**src/pkg/pct_pkg.sv**
```systemverilog
/*
  Shared constants and types of the pulse counter tuning block.
  Assumes one 40 MHz system clock and synchronous operator switches.
*/
`default_nettype none
package pct_pkg;
  // ****************************************************************
  // Sizes and rotary positions
  // ****************************************************************
  localparam int CHANNELS = 4;
  localparam int PAIRS = 2;
  localparam logic [3:0] POS_COUNT_LAST = 4'h3;
  localparam logic [3:0] POS_PRESET_VIEW_LAST = 4'h7;
  localparam logic [3:0] POS_PRESCALE_VIEW = 4'h8;
  localparam logic [3:0] POS_PRESET_FIRST = 4'h9;
  localparam logic [3:0] POS_PRESET_LAST = 4'hc;
  localparam logic [3:0] POS_PAIR_FIRST = 4'hd;
  localparam logic [3:0] POS_PAIR_LAST = 4'he;
  // ****************************************************************
  // Tuning values and limits (Hz)
  // ****************************************************************
  localparam logic [15:0] RATE_DEFAULT = 16'h0200;
  localparam logic [15:0] RATE12_MIN = 16'h0200;
  localparam logic [15:0] RATE12_MAX = 16'h4e20;
  localparam logic [15:0] RATE8_MIN = 16'h0032;
  localparam logic [15:0] RATE8_MAX = 16'h2710;
  localparam logic [15:0] RATE_STEP = 16'h0040;
  localparam logic SIZE_DEFAULT = 1'b1;
  localparam logic [15:0] PRESCALE_UNIT = 16'h0001;
  localparam logic [11:0] IMAGE_PAD = 12'h000;
  // ****************************************************************
  // Register map, byte addresses
  // ****************************************************************
  localparam logic [7:0] REG_CTRL = 8'h00;
  localparam logic [7:0] REG_STATUS = 8'h04;
  localparam logic [7:0] REG_COUNT0 = 8'h08;
  localparam logic [7:0] REG_PRESET0 = 8'h18;
  localparam logic [7:0] REG_PRESCALE0 = 8'h28;
  localparam logic [7:0] REG_RATECFG0 = 8'h30;
  localparam logic [7:0] REG_STRIDE = 8'h04;
  localparam int CTRL_START_LSB = 0;
  localparam int CTRL_CLEAR_LSB = 2;
  // ****************************************************************
  // Display text
  // ****************************************************************
  localparam logic [7:0] ASCII_ZERO = 8'h30;
  localparam logic [7:0] ASCII_LETTER_BASE = 8'h37;
  localparam logic [7:0] ASCII_SPACE = 8'h20;
  localparam logic [63:0] TXT_BLANK = "        ";
  localparam logic [63:0] TXT_SIZE8 = "SZ  8BIT";
  localparam logic [63:0] TXT_SIZE12 = "SZ 12BIT";
  // ****************************************************************
  // Types
  // ****************************************************************
  typedef struct packed {
    logic select;
    logic increment;
    logic decrement_button;
  } pct_buttons_t;
  typedef struct packed {
    logic wr;
    logic rd;
    logic [7:0] addr;
    logic [31:0] wdata;
  } pct_bus_req_t;
  typedef struct packed {
    logic size_twelve_bit;
    logic [15:0] max_rate;
  } pct_rate_cfg_t;
  localparam pct_rate_cfg_t RATECFG_RST = '{SIZE_DEFAULT, RATE_DEFAULT};
  typedef enum logic [2:0] {
    ST_IDLE, ST_EDIT_PRESET, ST_EDIT_PRESCALE, ST_SHOW_SIZE, ST_SHOW_RATE
  } pct_tune_state_t;
  typedef struct packed {
    logic prev_pulse;
    logic [15:0] psc;
    logic [11:0] low;
    logic [11:0] high;
  } pct_cnt_state_t;
  typedef struct packed {
    pct_tune_state_t fsm;
    pct_buttons_t btn_prev;
    logic [3:0][23:0] preset;
    logic [1:0][15:0] prescale;
    pct_rate_cfg_t [1:0] ratecfg;
    logic [1:0] window;
    logic [1:0] rate_prev;
    logic [23:0] edit_val;
    logic edit_size;
    logic [1:0] edit_idx;
    logic [3:0] edit_pos;
    logic [3:0] load;
    logic [63:0] display;
    logic [31:0] rdata;
  } pct_main_state_t;
endpackage : pct_pkg
`default_nettype wire

```
**src/logic/pct_chan_counter.sv**
```systemverilog
/*
  One pulse channel: prescaler and two cascaded 12-bit counters.
  Assumes the pulse input is synchronous and already conditioned.
*/
`timescale 1ns/10ps
`default_nettype none
module pct_chan_counter (
  input wire logic i_clk_sys, // System clock.
  input wire logic i_nrst, // Asynchronous reset, active low.
  input wire logic i_pulse, // Conditioned field pulse level.
  input wire logic i_accumulate, // High in accumulate mode.
  input wire logic i_gate, // Count window open.
  input wire logic i_clear, // Clear both counters.
  input wire logic i_load, // Load the preset.
  input wire logic [23:0] i_preset, // Stored preset.
  input wire logic [15:0] i_prescale, // Pair prescaler.
  output logic [23:0] o_count // Count image.
);
  pct_pkg::pct_cnt_state_t s_ff;
  pct_pkg::pct_cnt_state_t nxt_s;
  logic qual;
  logic adv;

  // The trailing edge of a pulse counts, as the inverting gate does.
  assign qual = s_ff.prev_pulse & ~i_pulse & i_gate;

  // Prescaler, cascade, clear and preset load.
  always_comb
  begin
    nxt_s = s_ff;
    nxt_s.prev_pulse = i_pulse;
    adv = 1'b0;
    if (qual)
    begin
      if (!i_accumulate || i_prescale <= pct_pkg::PRESCALE_UNIT)
        adv = 1'b1; // [RL6]
      else if (16'(s_ff.psc + pct_pkg::PRESCALE_UNIT) >= i_prescale)
      begin
        adv = 1'b1; // [RL7]
        nxt_s.psc = '0;
      end
      else
        nxt_s.psc = 16'(s_ff.psc + pct_pkg::PRESCALE_UNIT);
    end
    if (adv)
    begin
      nxt_s.low = 12'(s_ff.low + 12'h001);
      // The upper counter steps on the falling edge of the lower top bit.
      if (s_ff.low[11] && !nxt_s.low[11])
        nxt_s.high = 12'(s_ff.high + 12'h001); // [RL19]
    end
    if (i_clear)
    begin
      nxt_s.low = '0;
      nxt_s.high = '0;
      nxt_s.psc = '0;
    end
    else if (i_load && i_accumulate)
    begin
      {nxt_s.high, nxt_s.low} = i_preset; // [RL2] [RL3]
      nxt_s.psc = '0;
    end
  end

  // State register.
  always_ff @(posedge i_clk_sys or negedge i_nrst)
  begin
    if (!i_nrst)
      s_ff <= '0;
    else
      s_ff <= nxt_s;
  end

  // Rate mode reports only the lower counter.
  assign o_count = i_accumulate ? {s_ff.high, s_ff.low} : {pct_pkg::IMAGE_PAD, s_ff.low};
endmodule : pct_chan_counter
`default_nettype wire

```
**src/logic/pct_tuning_entry.sv**
```systemverilog
/*
  Operator tuning entry, rate windows, display and register port of a
  four-channel pulse input board.
  Assumes switches and buttons are debounced and synchronous to the clock,
  and that the interval expiry arrives as a one-cycle pulse per pair.
*/
`timescale 1ns/10ps
`default_nettype none
// Behaviour
// RL1: Positions 9 to C edit channel presets.
// RL2: Accumulate mode loads preset as starting count.
// RL3: Rate mode ignores the preset.
// RL4: Positions D, E edit prescaler or rate.
// RL5: One prescaler per channel pair.
// RL6: Prescale zero or one counts every pulse.
// RL7: Prescale N counts once per N pulses.
// RL8: Select after prescale adjust stores it.
// RL9: First select shows default counter size.
// RL10: Up or down toggles 8/12 bit size.
// RL11: Second select shows rate, default 512.
// RL12: Twelve-bit rate steps up, 512 to 20000.
// RL13: Eight-bit rate kept within 50 to 10000.
// RL14: Further select stores size and rate.
// RL15: Eight-character display shows status and editing.
// RL16: Normal display shows value at selected position.
// RL17: Counts reported as 12 or 24 bit.
// RL18: Start sets window latch, expiry clears it.
// RL19: Lower counter top bit fall steps upper.
// RL20: Rate holds at upper limit on up.
module pct_tuning_entry (
  input wire logic i_clk_sys, // System clock, 40 MHz.
  input wire logic i_nrst, // Asynchronous reset, active low.
  input wire logic i_tuning_mode, // High while the board is in tuning.
  input wire logic [3:0] i_rotary_position_selector, // Rotary position.
  input wire pct_pkg::pct_buttons_t i_buttons, // Select, up, down levels.
  input wire logic [1:0] i_rate_mode, // Slide switch per pair, high is rate.
  input wire logic [3:0] i_pulse, // Conditioned field pulses.
  input wire logic [1:0] i_interval_expire, // Interval end pulse per pair.
  input wire pct_pkg::pct_bus_req_t i_bus, // Register strobes, address, data.
  output logic [31:0] o_rdata, // Read data, one cycle after the strobe.
  output logic [63:0] o_status_text_display, // Eight ASCII characters.
  output logic o_pair_a_count_window, // Count window, channels 1 and 2.
  output logic o_pair_b_count_window // Count window, channels 3 and 4.
);
  // ****************************************************************
  // Declarations
  // ****************************************************************
  pct_pkg::pct_main_state_t s_ff;
  pct_pkg::pct_main_state_t nxt_s;
  pct_pkg::pct_buttons_t edge_btn;
  logic [3:0] pos;
  logic stay;
  logic ctrl_wr;
  logic [1:0] pair_window_start;
  logic [1:0] pair_clear;
  logic [1:0] pidx;
  logic ppair;
  logic [3:0][23:0] count_image;
  logic [15:0] rate_min;
  logic [15:0] rate_max;

  function automatic logic [7:0] hex_char(input logic [3:0] v);
    if (v < 4'ha)
      return 8'(pct_pkg::ASCII_ZERO + {4'h0, v});
    return 8'(pct_pkg::ASCII_LETTER_BASE + {4'h0, v});
  endfunction : hex_char

  function automatic logic [63:0] show_value(input logic [7:0] tag,
                                             input logic [23:0] v);
    return {tag, pct_pkg::ASCII_SPACE, hex_char(v[23:20]), hex_char(v[19:16]),
            hex_char(v[15:12]), hex_char(v[11:8]), hex_char(v[7:4]),
            hex_char(v[3:0])};
  endfunction : show_value

  // ****************************************************************
  // Input decode
  // ****************************************************************
  // Buttons act on their press edge only, so a held button repeats nothing.
  assign pos = i_rotary_position_selector;
  assign edge_btn = i_buttons & ~s_ff.btn_prev;
  assign stay = i_tuning_mode && pos == s_ff.edit_pos;
  assign pidx = 2'(pos - pct_pkg::POS_PRESET_FIRST);
  assign ppair = 1'(pos - pct_pkg::POS_PAIR_FIRST);
  assign ctrl_wr = i_bus.wr && i_bus.addr == pct_pkg::REG_CTRL;
  assign pair_window_start = ctrl_wr ? i_bus.wdata[pct_pkg::CTRL_START_LSB +: 2] : 2'h0;
  // The clear only reaches the counters of a pair in rate mode.
  assign pair_clear = ctrl_wr ? (i_bus.wdata[pct_pkg::CTRL_CLEAR_LSB +: 2] & i_rate_mode)
                              : 2'h0;
  // Active rate range follows the size being edited.
  assign rate_min = s_ff.edit_size ? pct_pkg::RATE12_MIN : pct_pkg::RATE8_MIN;
  assign rate_max = s_ff.edit_size ? pct_pkg::RATE12_MAX : pct_pkg::RATE8_MAX;

  // ****************************************************************
  // Channel counters
  // ****************************************************************
  // Each counter is gated by its pair window in rate mode only.
  for (genvar ch = 0; ch < pct_pkg::CHANNELS; ch++)
  begin : g_chan
    pct_chan_counter u_cnt (
      .i_clk_sys(i_clk_sys),
      .i_nrst(i_nrst),
      .i_pulse(i_pulse[ch]),
      .i_accumulate(!i_rate_mode[ch / 2]),
      .i_gate(!i_rate_mode[ch / 2] || s_ff.window[ch / 2]), // [RL18]
      .i_clear(pair_clear[ch / 2]),
      .i_load(s_ff.load[ch]),
      .i_preset(s_ff.preset[ch]),
      .i_prescale(s_ff.prescale[ch / 2]), // [RL5]
      .o_count(count_image[ch]) // [RL17]
    );
  end

  // ****************************************************************
  // Next state
  // ****************************************************************
  // Tuning sequence, window latches, display text and register reads.
  always_comb
  begin
    nxt_s = s_ff;
    nxt_s.btn_prev = i_buttons;
    nxt_s.load = 4'h0;
    nxt_s.rate_prev = i_rate_mode;
    // A pair returning to accumulate restarts from its presets.
    for (int p = 0; p < pct_pkg::PAIRS; p++)
    begin
      if (s_ff.rate_prev[p] && !i_rate_mode[p])
        nxt_s.load[2 * p +: 2] = 2'h3; // [RL2]
      // Set beats a same-cycle expiry so a new window is never lost.
      nxt_s.window[p] = pair_window_start[p]
                        || (s_ff.window[p] && !i_interval_expire[p]); // [RL18]
    end
    unique case (s_ff.fsm)
      pct_pkg::ST_IDLE:
      begin
        if (i_tuning_mode && edge_btn.select)
        begin
          nxt_s.edit_pos = pos;
          if (pos >= pct_pkg::POS_PRESET_FIRST && pos <= pct_pkg::POS_PRESET_LAST)
          begin
            nxt_s.edit_idx = pidx;
            nxt_s.edit_val = s_ff.preset[pidx];
            nxt_s.fsm = pct_pkg::ST_EDIT_PRESET; // [RL1]
          end
          else if (pos >= pct_pkg::POS_PAIR_FIRST && pos <= pct_pkg::POS_PAIR_LAST)
          begin
            nxt_s.edit_idx = {1'b0, ppair};
            if (i_rate_mode[ppair])
            begin
              nxt_s.edit_size = pct_pkg::SIZE_DEFAULT; // [RL9]
              nxt_s.fsm = pct_pkg::ST_SHOW_SIZE; // [RL4]
            end
            else
            begin
              nxt_s.edit_val = {8'h00, s_ff.prescale[ppair]};
              nxt_s.fsm = pct_pkg::ST_EDIT_PRESCALE; // [RL4]
            end
          end
        end
      end
      pct_pkg::ST_EDIT_PRESET:
      begin
        if (edge_btn.increment)
          nxt_s.edit_val = 24'(s_ff.edit_val + 24'h000001);
        else if (edge_btn.decrement_button)
          nxt_s.edit_val = 24'(s_ff.edit_val - 24'h000001);
        if (edge_btn.select)
        begin
          nxt_s.preset[s_ff.edit_idx] = s_ff.edit_val;
          nxt_s.load[s_ff.edit_idx] = 1'b1; // [RL2]
          nxt_s.fsm = pct_pkg::ST_IDLE;
        end
      end
      pct_pkg::ST_EDIT_PRESCALE:
      begin
        if (edge_btn.increment)
          nxt_s.edit_val[15:0] = 16'(s_ff.edit_val[15:0] + 16'h0001);
        else if (edge_btn.decrement_button)
          nxt_s.edit_val[15:0] = 16'(s_ff.edit_val[15:0] - 16'h0001);
        if (edge_btn.select)
        begin
          nxt_s.prescale[s_ff.edit_idx[0]] = s_ff.edit_val[15:0]; // [RL8] [RL5]
          nxt_s.fsm = pct_pkg::ST_IDLE;
        end
      end
      pct_pkg::ST_SHOW_SIZE:
      begin
        if (edge_btn.increment || edge_btn.decrement_button)
          nxt_s.edit_size = !s_ff.edit_size; // [RL10]
        if (edge_btn.select)
        begin
          nxt_s.edit_val = {8'h00, pct_pkg::RATE_DEFAULT}; // [RL11]
          nxt_s.fsm = pct_pkg::ST_SHOW_RATE;
        end
      end
      pct_pkg::ST_SHOW_RATE:
      begin
        // Steps saturate at the active limits; the default lies in both ranges.
        if (edge_btn.increment)
        begin
          if (s_ff.edit_val[15:0] >= 16'(rate_max - pct_pkg::RATE_STEP))
            nxt_s.edit_val[15:0] = rate_max; // [RL20] [RL12] [RL13]
          else
            nxt_s.edit_val[15:0] = 16'(s_ff.edit_val[15:0] + pct_pkg::RATE_STEP); // [RL12]
        end
        else if (edge_btn.decrement_button)
        begin
          if (s_ff.edit_val[15:0] <= 16'(rate_min + pct_pkg::RATE_STEP))
            nxt_s.edit_val[15:0] = rate_min; // [RL13]
          else
            nxt_s.edit_val[15:0] = 16'(s_ff.edit_val[15:0] - pct_pkg::RATE_STEP);
        end
        if (edge_btn.select)
        begin
          nxt_s.ratecfg[s_ff.edit_idx[0]] = {s_ff.edit_size, s_ff.edit_val[15:0]}; // [RL14]
          nxt_s.fsm = pct_pkg::ST_IDLE;
        end
      end
    endcase
    // Leaving tuning or turning the selector abandons an unsaved edit.
    if (s_ff.fsm != pct_pkg::ST_IDLE && !stay)
      nxt_s.fsm = pct_pkg::ST_IDLE;

    // Display follows the editing state, else the stored value at the position.
    unique case (s_ff.fsm)
      pct_pkg::ST_EDIT_PRESET: nxt_s.display = show_value("p", s_ff.edit_val); // [RL15]
      pct_pkg::ST_EDIT_PRESCALE: nxt_s.display = show_value("s", s_ff.edit_val);
      pct_pkg::ST_SHOW_SIZE:
        nxt_s.display = s_ff.edit_size ? pct_pkg::TXT_SIZE12 : pct_pkg::TXT_SIZE8;
      pct_pkg::ST_SHOW_RATE: nxt_s.display = show_value("r", s_ff.edit_val);
      pct_pkg::ST_IDLE:
      begin
        if (pos <= pct_pkg::POS_COUNT_LAST)
          nxt_s.display = show_value("C", count_image[pos[1:0]]); // [RL16]
        else if (pos <= pct_pkg::POS_PRESET_VIEW_LAST)
          nxt_s.display = show_value("P", s_ff.preset[pos[1:0]]);
        else if (pos == pct_pkg::POS_PRESCALE_VIEW)
          nxt_s.display = show_value("S", {s_ff.prescale[1][11:0], s_ff.prescale[0][11:0]});
        else if (pos <= pct_pkg::POS_PRESET_LAST)
          nxt_s.display = show_value("P", s_ff.preset[pidx]);
        else if (pos <= pct_pkg::POS_PAIR_LAST && i_rate_mode[ppair])
          nxt_s.display = show_value("R", {7'h00, s_ff.ratecfg[ppair]});
        else if (pos <= pct_pkg::POS_PAIR_LAST)
          nxt_s.display = show_value("S", {8'h00, s_ff.prescale[ppair]});
        else
          nxt_s.display = pct_pkg::TXT_BLANK;
      end
    endcase

    // Read data stand one cycle only; unmapped addresses read zero.
    nxt_s.rdata = 32'h0;
    if (i_bus.rd)
    begin
      if (i_bus.addr == pct_pkg::REG_STATUS)
        nxt_s.rdata = {24'h0, ~i_rate_mode[1], ~i_rate_mode[1], ~i_rate_mode[0],
                       ~i_rate_mode[0], i_rate_mode, s_ff.window}; // [RL17]
      for (int c = 0; c < pct_pkg::CHANNELS; c++)
      begin
        if (i_bus.addr == 8'(pct_pkg::REG_COUNT0 + 8'(c * 4)))
          nxt_s.rdata = {8'h00, count_image[c]};
        if (i_bus.addr == 8'(pct_pkg::REG_PRESET0 + 8'(c * 4)))
          nxt_s.rdata = {8'h00, s_ff.preset[c]};
      end
      for (int p = 0; p < pct_pkg::PAIRS; p++)
      begin
        if (i_bus.addr == 8'(pct_pkg::REG_PRESCALE0 + 8'(p * 4)))
          nxt_s.rdata = {16'h0, s_ff.prescale[p]};
        if (i_bus.addr == 8'(pct_pkg::REG_RATECFG0 + 8'(p * 4)))
          nxt_s.rdata = {15'h0, s_ff.ratecfg[p]};
      end
    end
  end

  // ****************************************************************
  // State register
  // ****************************************************************
  // Stored tuning starts from the documented defaults after reset.
  always_ff @(posedge i_clk_sys or negedge i_nrst)
  begin
    if (!i_nrst)
    begin
      s_ff <= '0;
      s_ff.ratecfg <= {2{pct_pkg::RATECFG_RST}};
      s_ff.display <= pct_pkg::TXT_BLANK;
    end
    else
      s_ff <= nxt_s;
  end

  assign o_rdata = s_ff.rdata;
  assign o_status_text_display = s_ff.display;
  assign o_pair_a_count_window = s_ff.window[0];
  assign o_pair_b_count_window = s_ff.window[1];
endmodule : pct_tuning_entry
`default_nettype wire

```
**config.mk**
```make
export PLATFORM = sky130hd
export DESIGN_NAME = pct_tuning_entry
export DESIGN_NICKNAME = d
export VERILOG_FILES = /design/src/pkg/pct_pkg.sv /design/src/logic/pct_chan_counter.sv /design/src/logic/pct_tuning_entry.sv
export SDC_FILE = /design/constraint.sdc
export NUM_CORES = 2
export LEC_CHECK = 0
export BUFFER_PORTS_ARGS = -buffer_cell sky130_fd_sc_hd__buf_2
export CAP_MARGIN = 20
export CELL_PAD_IN_SITES_DETAIL_PLACEMENT = 0
export CELL_PAD_IN_SITES_GLOBAL_PLACEMENT = 1
export CORE_AREA = 2 2 260 262
export CTS_CLUSTER_SIZE = 20
export DETAILED_ROUTE_END_ITERATION = 10
export DIE_AREA = 0 0 262 264
export GPL_ROUTABILITY_DRIVEN = 0
export PLACE_DENSITY_LB_ADDON = 0.25
export SLEW_MARGIN = 10
export SYNTH_ARGS = -nofsm -noshare
export SYNTH_HDL_FRONTEND = slang
export SYNTH_SLANG_ARGS = --single-unit
```
**constraint.sdc**
```tcl
create_clock -name i_clk_sys -period 5.2 [get_ports i_clk_sys]
set_input_delay 0 -clock i_clk_sys [delete_from_list [all_inputs] [get_ports i_clk_sys]]
set_output_delay 0 -clock i_clk_sys [all_outputs]
set_load 0.005 [all_outputs]
```
After elaboration in Yosys (flattened, before gate mapping)
Index checks and enable logic that the tools add are counted.

storage, ports and cells
  register bits after elaboration = 467
  output and inout bits = 98
  logic and storage cells = 750

cells by class
  add/sub/neg operators = 100
  magnitude comparators = 59
  equal/unequal tests = 38
  muxes and demuxes = 421
  bitwise gates (word level) = 18
  reduce and logical (&&, ||, !) cells = 74

operator list
  cell                                                count
  two-way mux 8 bit                                   89
  adder 6 x 4 -> 7 bit (first input constant)         76
  two-way mux 32 bit                                  13
  two-way mux 24 bit                                  17
  two-way mux 63 bit                                  6
  two-way mux 16 bit                                  21
  two-way mux 40 bit                                  8
  one-hot mux 64 bit (5 select lines)                 1
  two-way mux 1 bit                                   224
  less-than comparator 4 bit (second input constant)  38
  binary-select mux 24 bit (select 2 bit)             3
  adder 12 x 1 -> 12 bit (second input constant)      8
  bitwise mux 96 bit                                  1
  adder 16 x 1 -> 16 bit (second input constant)      5
  >= comparator 16 bit                                5
  one-hot mux 16 bit (5 select lines)                 1
  two-way mux 17 bit                                  3
  demux 24 bit (select 2 bit)                         1
  == test 8 x 6 -> 1 bit (second input constant)      6
  two-way mux 12 bit                                  4
  nonzero test 3 bit                                  14
  two-way mux 37 bit                                  1
  bitwise mux 34 bit                                  1
  bitwise mux 32 bit                                  1
  65 further kinds                                    163

Logic depth before layout (Yosys ltp)
  depth after elaboration = 20
  mapped depth = 18
  mapped depth without buffers = 16

Cells and area by module
Synthesis repeated with hierarchy kept, for this count alone.

unflattened totals
  cell total of the unflattened synthesis = 4191
  area total of the unflattened synthesis = 35565.4 um^2

modules (own cells, without submodules)
  module            instances  cells an instance  area an instance (um^2)  sequential area each (um^2)
  pct_tuning_entry  1          2439               21912.3                  7021.7
  pct_chan_counter  4          438                3413.3                   1026.0

Least setup slack after synthesis
OpenSTA, ideal clock, no wires.

  path kind = flip-flop to flip-flop
  start = register g_chan[2].u_cnt.s_ff[24] (netlist name)
  end = register g_chan[2].u_cnt.s_ff[19] (netlist name)
  data arrival time = 3.577 ns
  required time = 5.063 ns
  slack = 1.486 ns
  cell stages (with the launch flop) = 18
  path buffers = 1
  cells stage by stage = dfrtp_1 > ha_1 > and3_1 > and3_1 > and3_1 > and3_1 > and3_1 > xor2_1 > ha_1 > o21ai_0 > nor2_1 > or3_1 > a211oi_1 > a21boi_1 > buf_2 > nand4_1 > xor2_1 > a21oi_1

between the ends
  word-level cells in the longest chain between the ends = 6

ends and longest elaborated chain
  item                                 line                    RTL
  start: declaration                   pct_chan_counter.sv:19  pct_pkg::pct_cnt_state_t s_ff;
  start signal: assignment             pct_chan_counter.sv:71  s_ff <= nxt_s;
  adder 16 x 1 -> 16 bit               pct_chan_counter.sv:37  else if (16'(s_ff.psc + pct_pkg::PRESCALE_UNIT) >= i_prescale)
  >= comparator 16 bit                 pct_chan_counter.sv:37
  two-way mux 1 bit                    pct_chan_counter.sv:37
  two-way mux 1 bit                    pct_chan_counter.sv:35  if (!i_accumulate || i_prescale <= pct_pkg::PRESCALE_UNIT)
  two-way mux 1 bit                    pct_chan_counter.sv:33  if (qual)
  nonzero test 3 bit (no source line)  -

No other way between the ends.
A chain may end at the register's enable or synchronous reset.

Worst setup path after layout
  start = register g_chan[2].u_cnt.s_ff[24] (netlist name)
  end = register g_chan[2].u_cnt.s_ff[33] (netlist name)

between the ends
  word-level cells in the longest chain between the ends = 7

ends and longest elaborated chain
  item                        line                                            RTL
  adder 16 x 1 -> 16 bit (*)  pct_chan_counter.sv:37, pct_chan_counter.sv:43
  >= comparator 16 bit        pct_chan_counter.sv:37
  two-way mux 16 bit (*)      pct_chan_counter.sv:37
  two-way mux 16 bit (*)      pct_chan_counter.sv:35
  two-way mux 16 bit (*)      pct_chan_counter.sv:33
  two-way mux 40 bit (*)      pct_chan_counter.sv:58                          else if (i_load && i_accumulate)
  two-way mux 40 bit (*)      pct_chan_counter.sv:52                          if (i_clear)

Every way passes the cells marked *; elsewhere a longest branch is shown, timed or not. The select of a mux whose other input is x is not followed.

==> impl_metrics.json <==
{
  "outcome": "completed",
  "r2r_end": "g_chan[2].u_cnt.s_ff[33]",
  "endpoint": "g_chan[2].u_cnt.s_ff[33]",
  "dpl.hpwl_mm": 90.4,
  "cts.sinks": 444,
  "portBuffers": 109,
  "crit_start": "g_chan[2].u_cnt.s_ff[24]",
  "worst_pin_slew_ns": 1.25,
  "postCtsSetupRepairBufs": 0,
  "period_needed_ns": 4.22,
  "critPathCaptureType": "flip-flop",
  "synth-warning-count": 0,
  "num_vias": 30100,
  "period_share": 0.812,
  "ys_ff_latch": 444,
  "grt_pass1_wl_mm": 183,
  "cts_tree": "yes",
  "h-tree-depth": 2,
  "critPathLaunchType": "flip-flop",
  "fmax_ghz": 0.237,
  "netlist_instances": 3629,
  "cts-root-buf": "clkbuf_16",
  "critPathArrivalTime_ns": 4.74,
  "dpl_worst_slack_ns": 1.04,
  "layout_common_cells": "432 x dfrtp_1, 409 x o21ai_0, 337 x nand2_1",
  "clock_latency_ns": 0.63,
  "seq_area_frac_synth": 0.346,
  "powerDensity_mw_per_mm2": 346,
  "fin_nets": 3806,
  "fin_skew_ns": 0.0250,
  "ios": 158,
  "maxCapViolCount": 0,
  "die_area_mm2": 0.0692,
  "grt_usage": 0.350,
  "p_leak_nw": 15.2,
  "post_drt_wl_per_cell_um": 27.3,
  "synth-main-ff-cell": "dfrtp_1",
  "initial_core_util": 0.484,
  "ant_nets": 0,
  "syn_area_mm2": 0.0322,
  "multi_input_area_mm2": 0.0191,
  "tns_ns": 0,
  "hold_violations": 0,
  "setup-violations-final": 0,
  "reg2reg_slack_ns": 0.98,
  "dr.pass1.iters": 10,
  "grt-ovfl-total": 0,
  "worst_ir_drop_vdd_mv": 0.266,
  "cts_made_buffers": 52,
  "die_x_um": 262,
  "r2r_start": "g_chan[2].u_cnt.s_ff[24]",
  "clockBufferDepth": 3,
  "synth_edf_count": 0,
  "regArea_mm2": 0.0111,
  "synthDistinctLibCells": 98,
  "fillers": 6118,
  "async_flop_share": 1.00,
  "grt_pass1_vias": 29400,
  "num_antenna_cells": 0,
  "drc": 0,
  "path_clk_slew_ns": 0.06,
  "cp.required_ns": 5.72,
  "totalWireLength_mm": 123,
  "num_rows": 95,
  "cp_max_fo": 12,
  "drtIter0Drc": 3755,
  "fin_ws_ns": 0.980,
  "core_mm2": 0.0666,
  "die-height_um": 264,
  "hold_buffers": 22,
  "final_common_cell": "dfrtp_1",
  "drive_above_1_share": 0.123,
  "slew-limit-headroom": 0.166,
  "hold_path_class": "primary input to asynchronous set/reset pin",
  "reg2reg_depth": 18,
  "rsz0062_at_grt": "false",
  "final_core_util": 0.524,
  "cts_resized": 0,
  "area_delta_synth_final_pct": 8.29,
  "final_max_slew_viol_count": 0,
  "grt_max_degree": 159,
  "vias_per_cell": 6.68,
  "syn_avg_cell_area_um2": 8.87,
  "antenna_found_initial": 3,
  "crit_type": "flip-flop to flip-flop"
}
-- cell type report --
class	count	area share
well taps	873	0.0313
clock inverters	19	0.00689
inverters	126	0.0136
repair buffers	200	0.0388
clock buffers	77	0.0440
flip-flops and latches	444	0.319
multi-input cells	2758	0.546
-- sequential cells by signal, summed over array words and instances, names as in the netlist --
register / count
g_chan.u_cnt.s_ff: 164
o_pair_a_count_window: 1
o_status_text_display: 49
s_ff: 205
o_pair_b_count_window: 1
o_rdata: 24
-- stage by stage --
step	total power, W	hold WS (ns)	cell area, µm²	instances
floorplan	0.00684	-0.296	32300	3648
global placement	0.00798	0.123	32800	4371
detailed placement	0.00811	0.129	32800	4372
CTS	0.0120	0.00103	34800	4490
global route	0.0126	0.0199	34900	4497
finish	0.0121	0.0272	34900	4497
-- routing by layer --
layer	global-route usage	vias to the layer above	share of wire
li1	-	13200	-
met1	0.445	14600	0.38
met2	0.558	1804	0.46
met3	0.0630	440	0.094
met4	0.203	0	0.068
met5	0	-	0
-- where the power goes --
group          switching, W  internal (W)  leakage [nW]
combinational       0.00226       0.00138          8.52
clock               0.00158       0.00228         0.876
sequential         0.000726       0.00385          5.78
-- kinds of logic after synthesis --
kind of cell | after synthesis | synth area share
AOI/OAI and AO/OA | 1156 | 0.225
xor gates and xnor gates | 216 | 0.0588
adders and majority gates | 164 | 0.0640
buffers and inverters | 446 | 0.0663
DFF | 444 | 0.346
muxes | 201 | 0.0883
other | 1 | 0.000116
and+or+nand+nor | 1001 | 0.152
-- worst max-delay path, cell delays in order (launching register included) --
cell,delay (ns)
dfrtp_1,0.41
ha_1,0.25
and3_1,0.20
and3_1,0.23
and3_1,0.26
and3_1,0.29
and3_1,0.22
xor2_1,0.20
ha_1,0.27
o21ai_0,0.17
nor2_1,0.06
or3_1,0.35
a211oi_1,0.23
buf_4,0.20
nand4_1,0.10
buf_4,0.22
clkinv_1,0.19
nand2_1,0.07
o21ai_0,0.19
-- worst min-delay path by stage --
stage / from / endpoint / slack, ns / depth (start not counted)
after CTS: i_rotary_position_selector[3] / s_ff[103] / 0.001 / 2
after floorplan: i_nrst / g_chan[0].u_cnt.s_ff[0] / -0.30 / 0
after global placement: i_pulse[2] / g_chan[2].u_cnt.s_ff[40] / 0.12 / 1
final: i_nrst / o_pair_b_count_window / 0.03 / 2
after detailed placement: i_nrst / o_pair_b_count_window / 0.13 / 1
after global routing: i_rotary_position_selector[3] / s_ff[103] / 0.02 / 2
-- Yosys cell counts (all sizes together), types with 39 or more instances --
cell type  number  share of area
o22ai          40         0.0078
nor3           73          0.012
clkbuf        174          0.020
nand2         337          0.039
inv           119          0.014
a31oi          41         0.0082
a221oi         39          0.011
nor2          211          0.025
mux2i          77          0.024
nand3          92          0.014
buf           146          0.031
o21ai         414          0.064
and3           92          0.018
a211oi         61          0.014
xnor2         107          0.029
a21oi         250          0.039
dfrtp         432           0.34
a22oi          45          0.010
mux2           64          0.022
mux4           60          0.042
ha            163          0.063
nand4          45         0.0087
xor2          109          0.030
(Power assumes the default switching activity.)
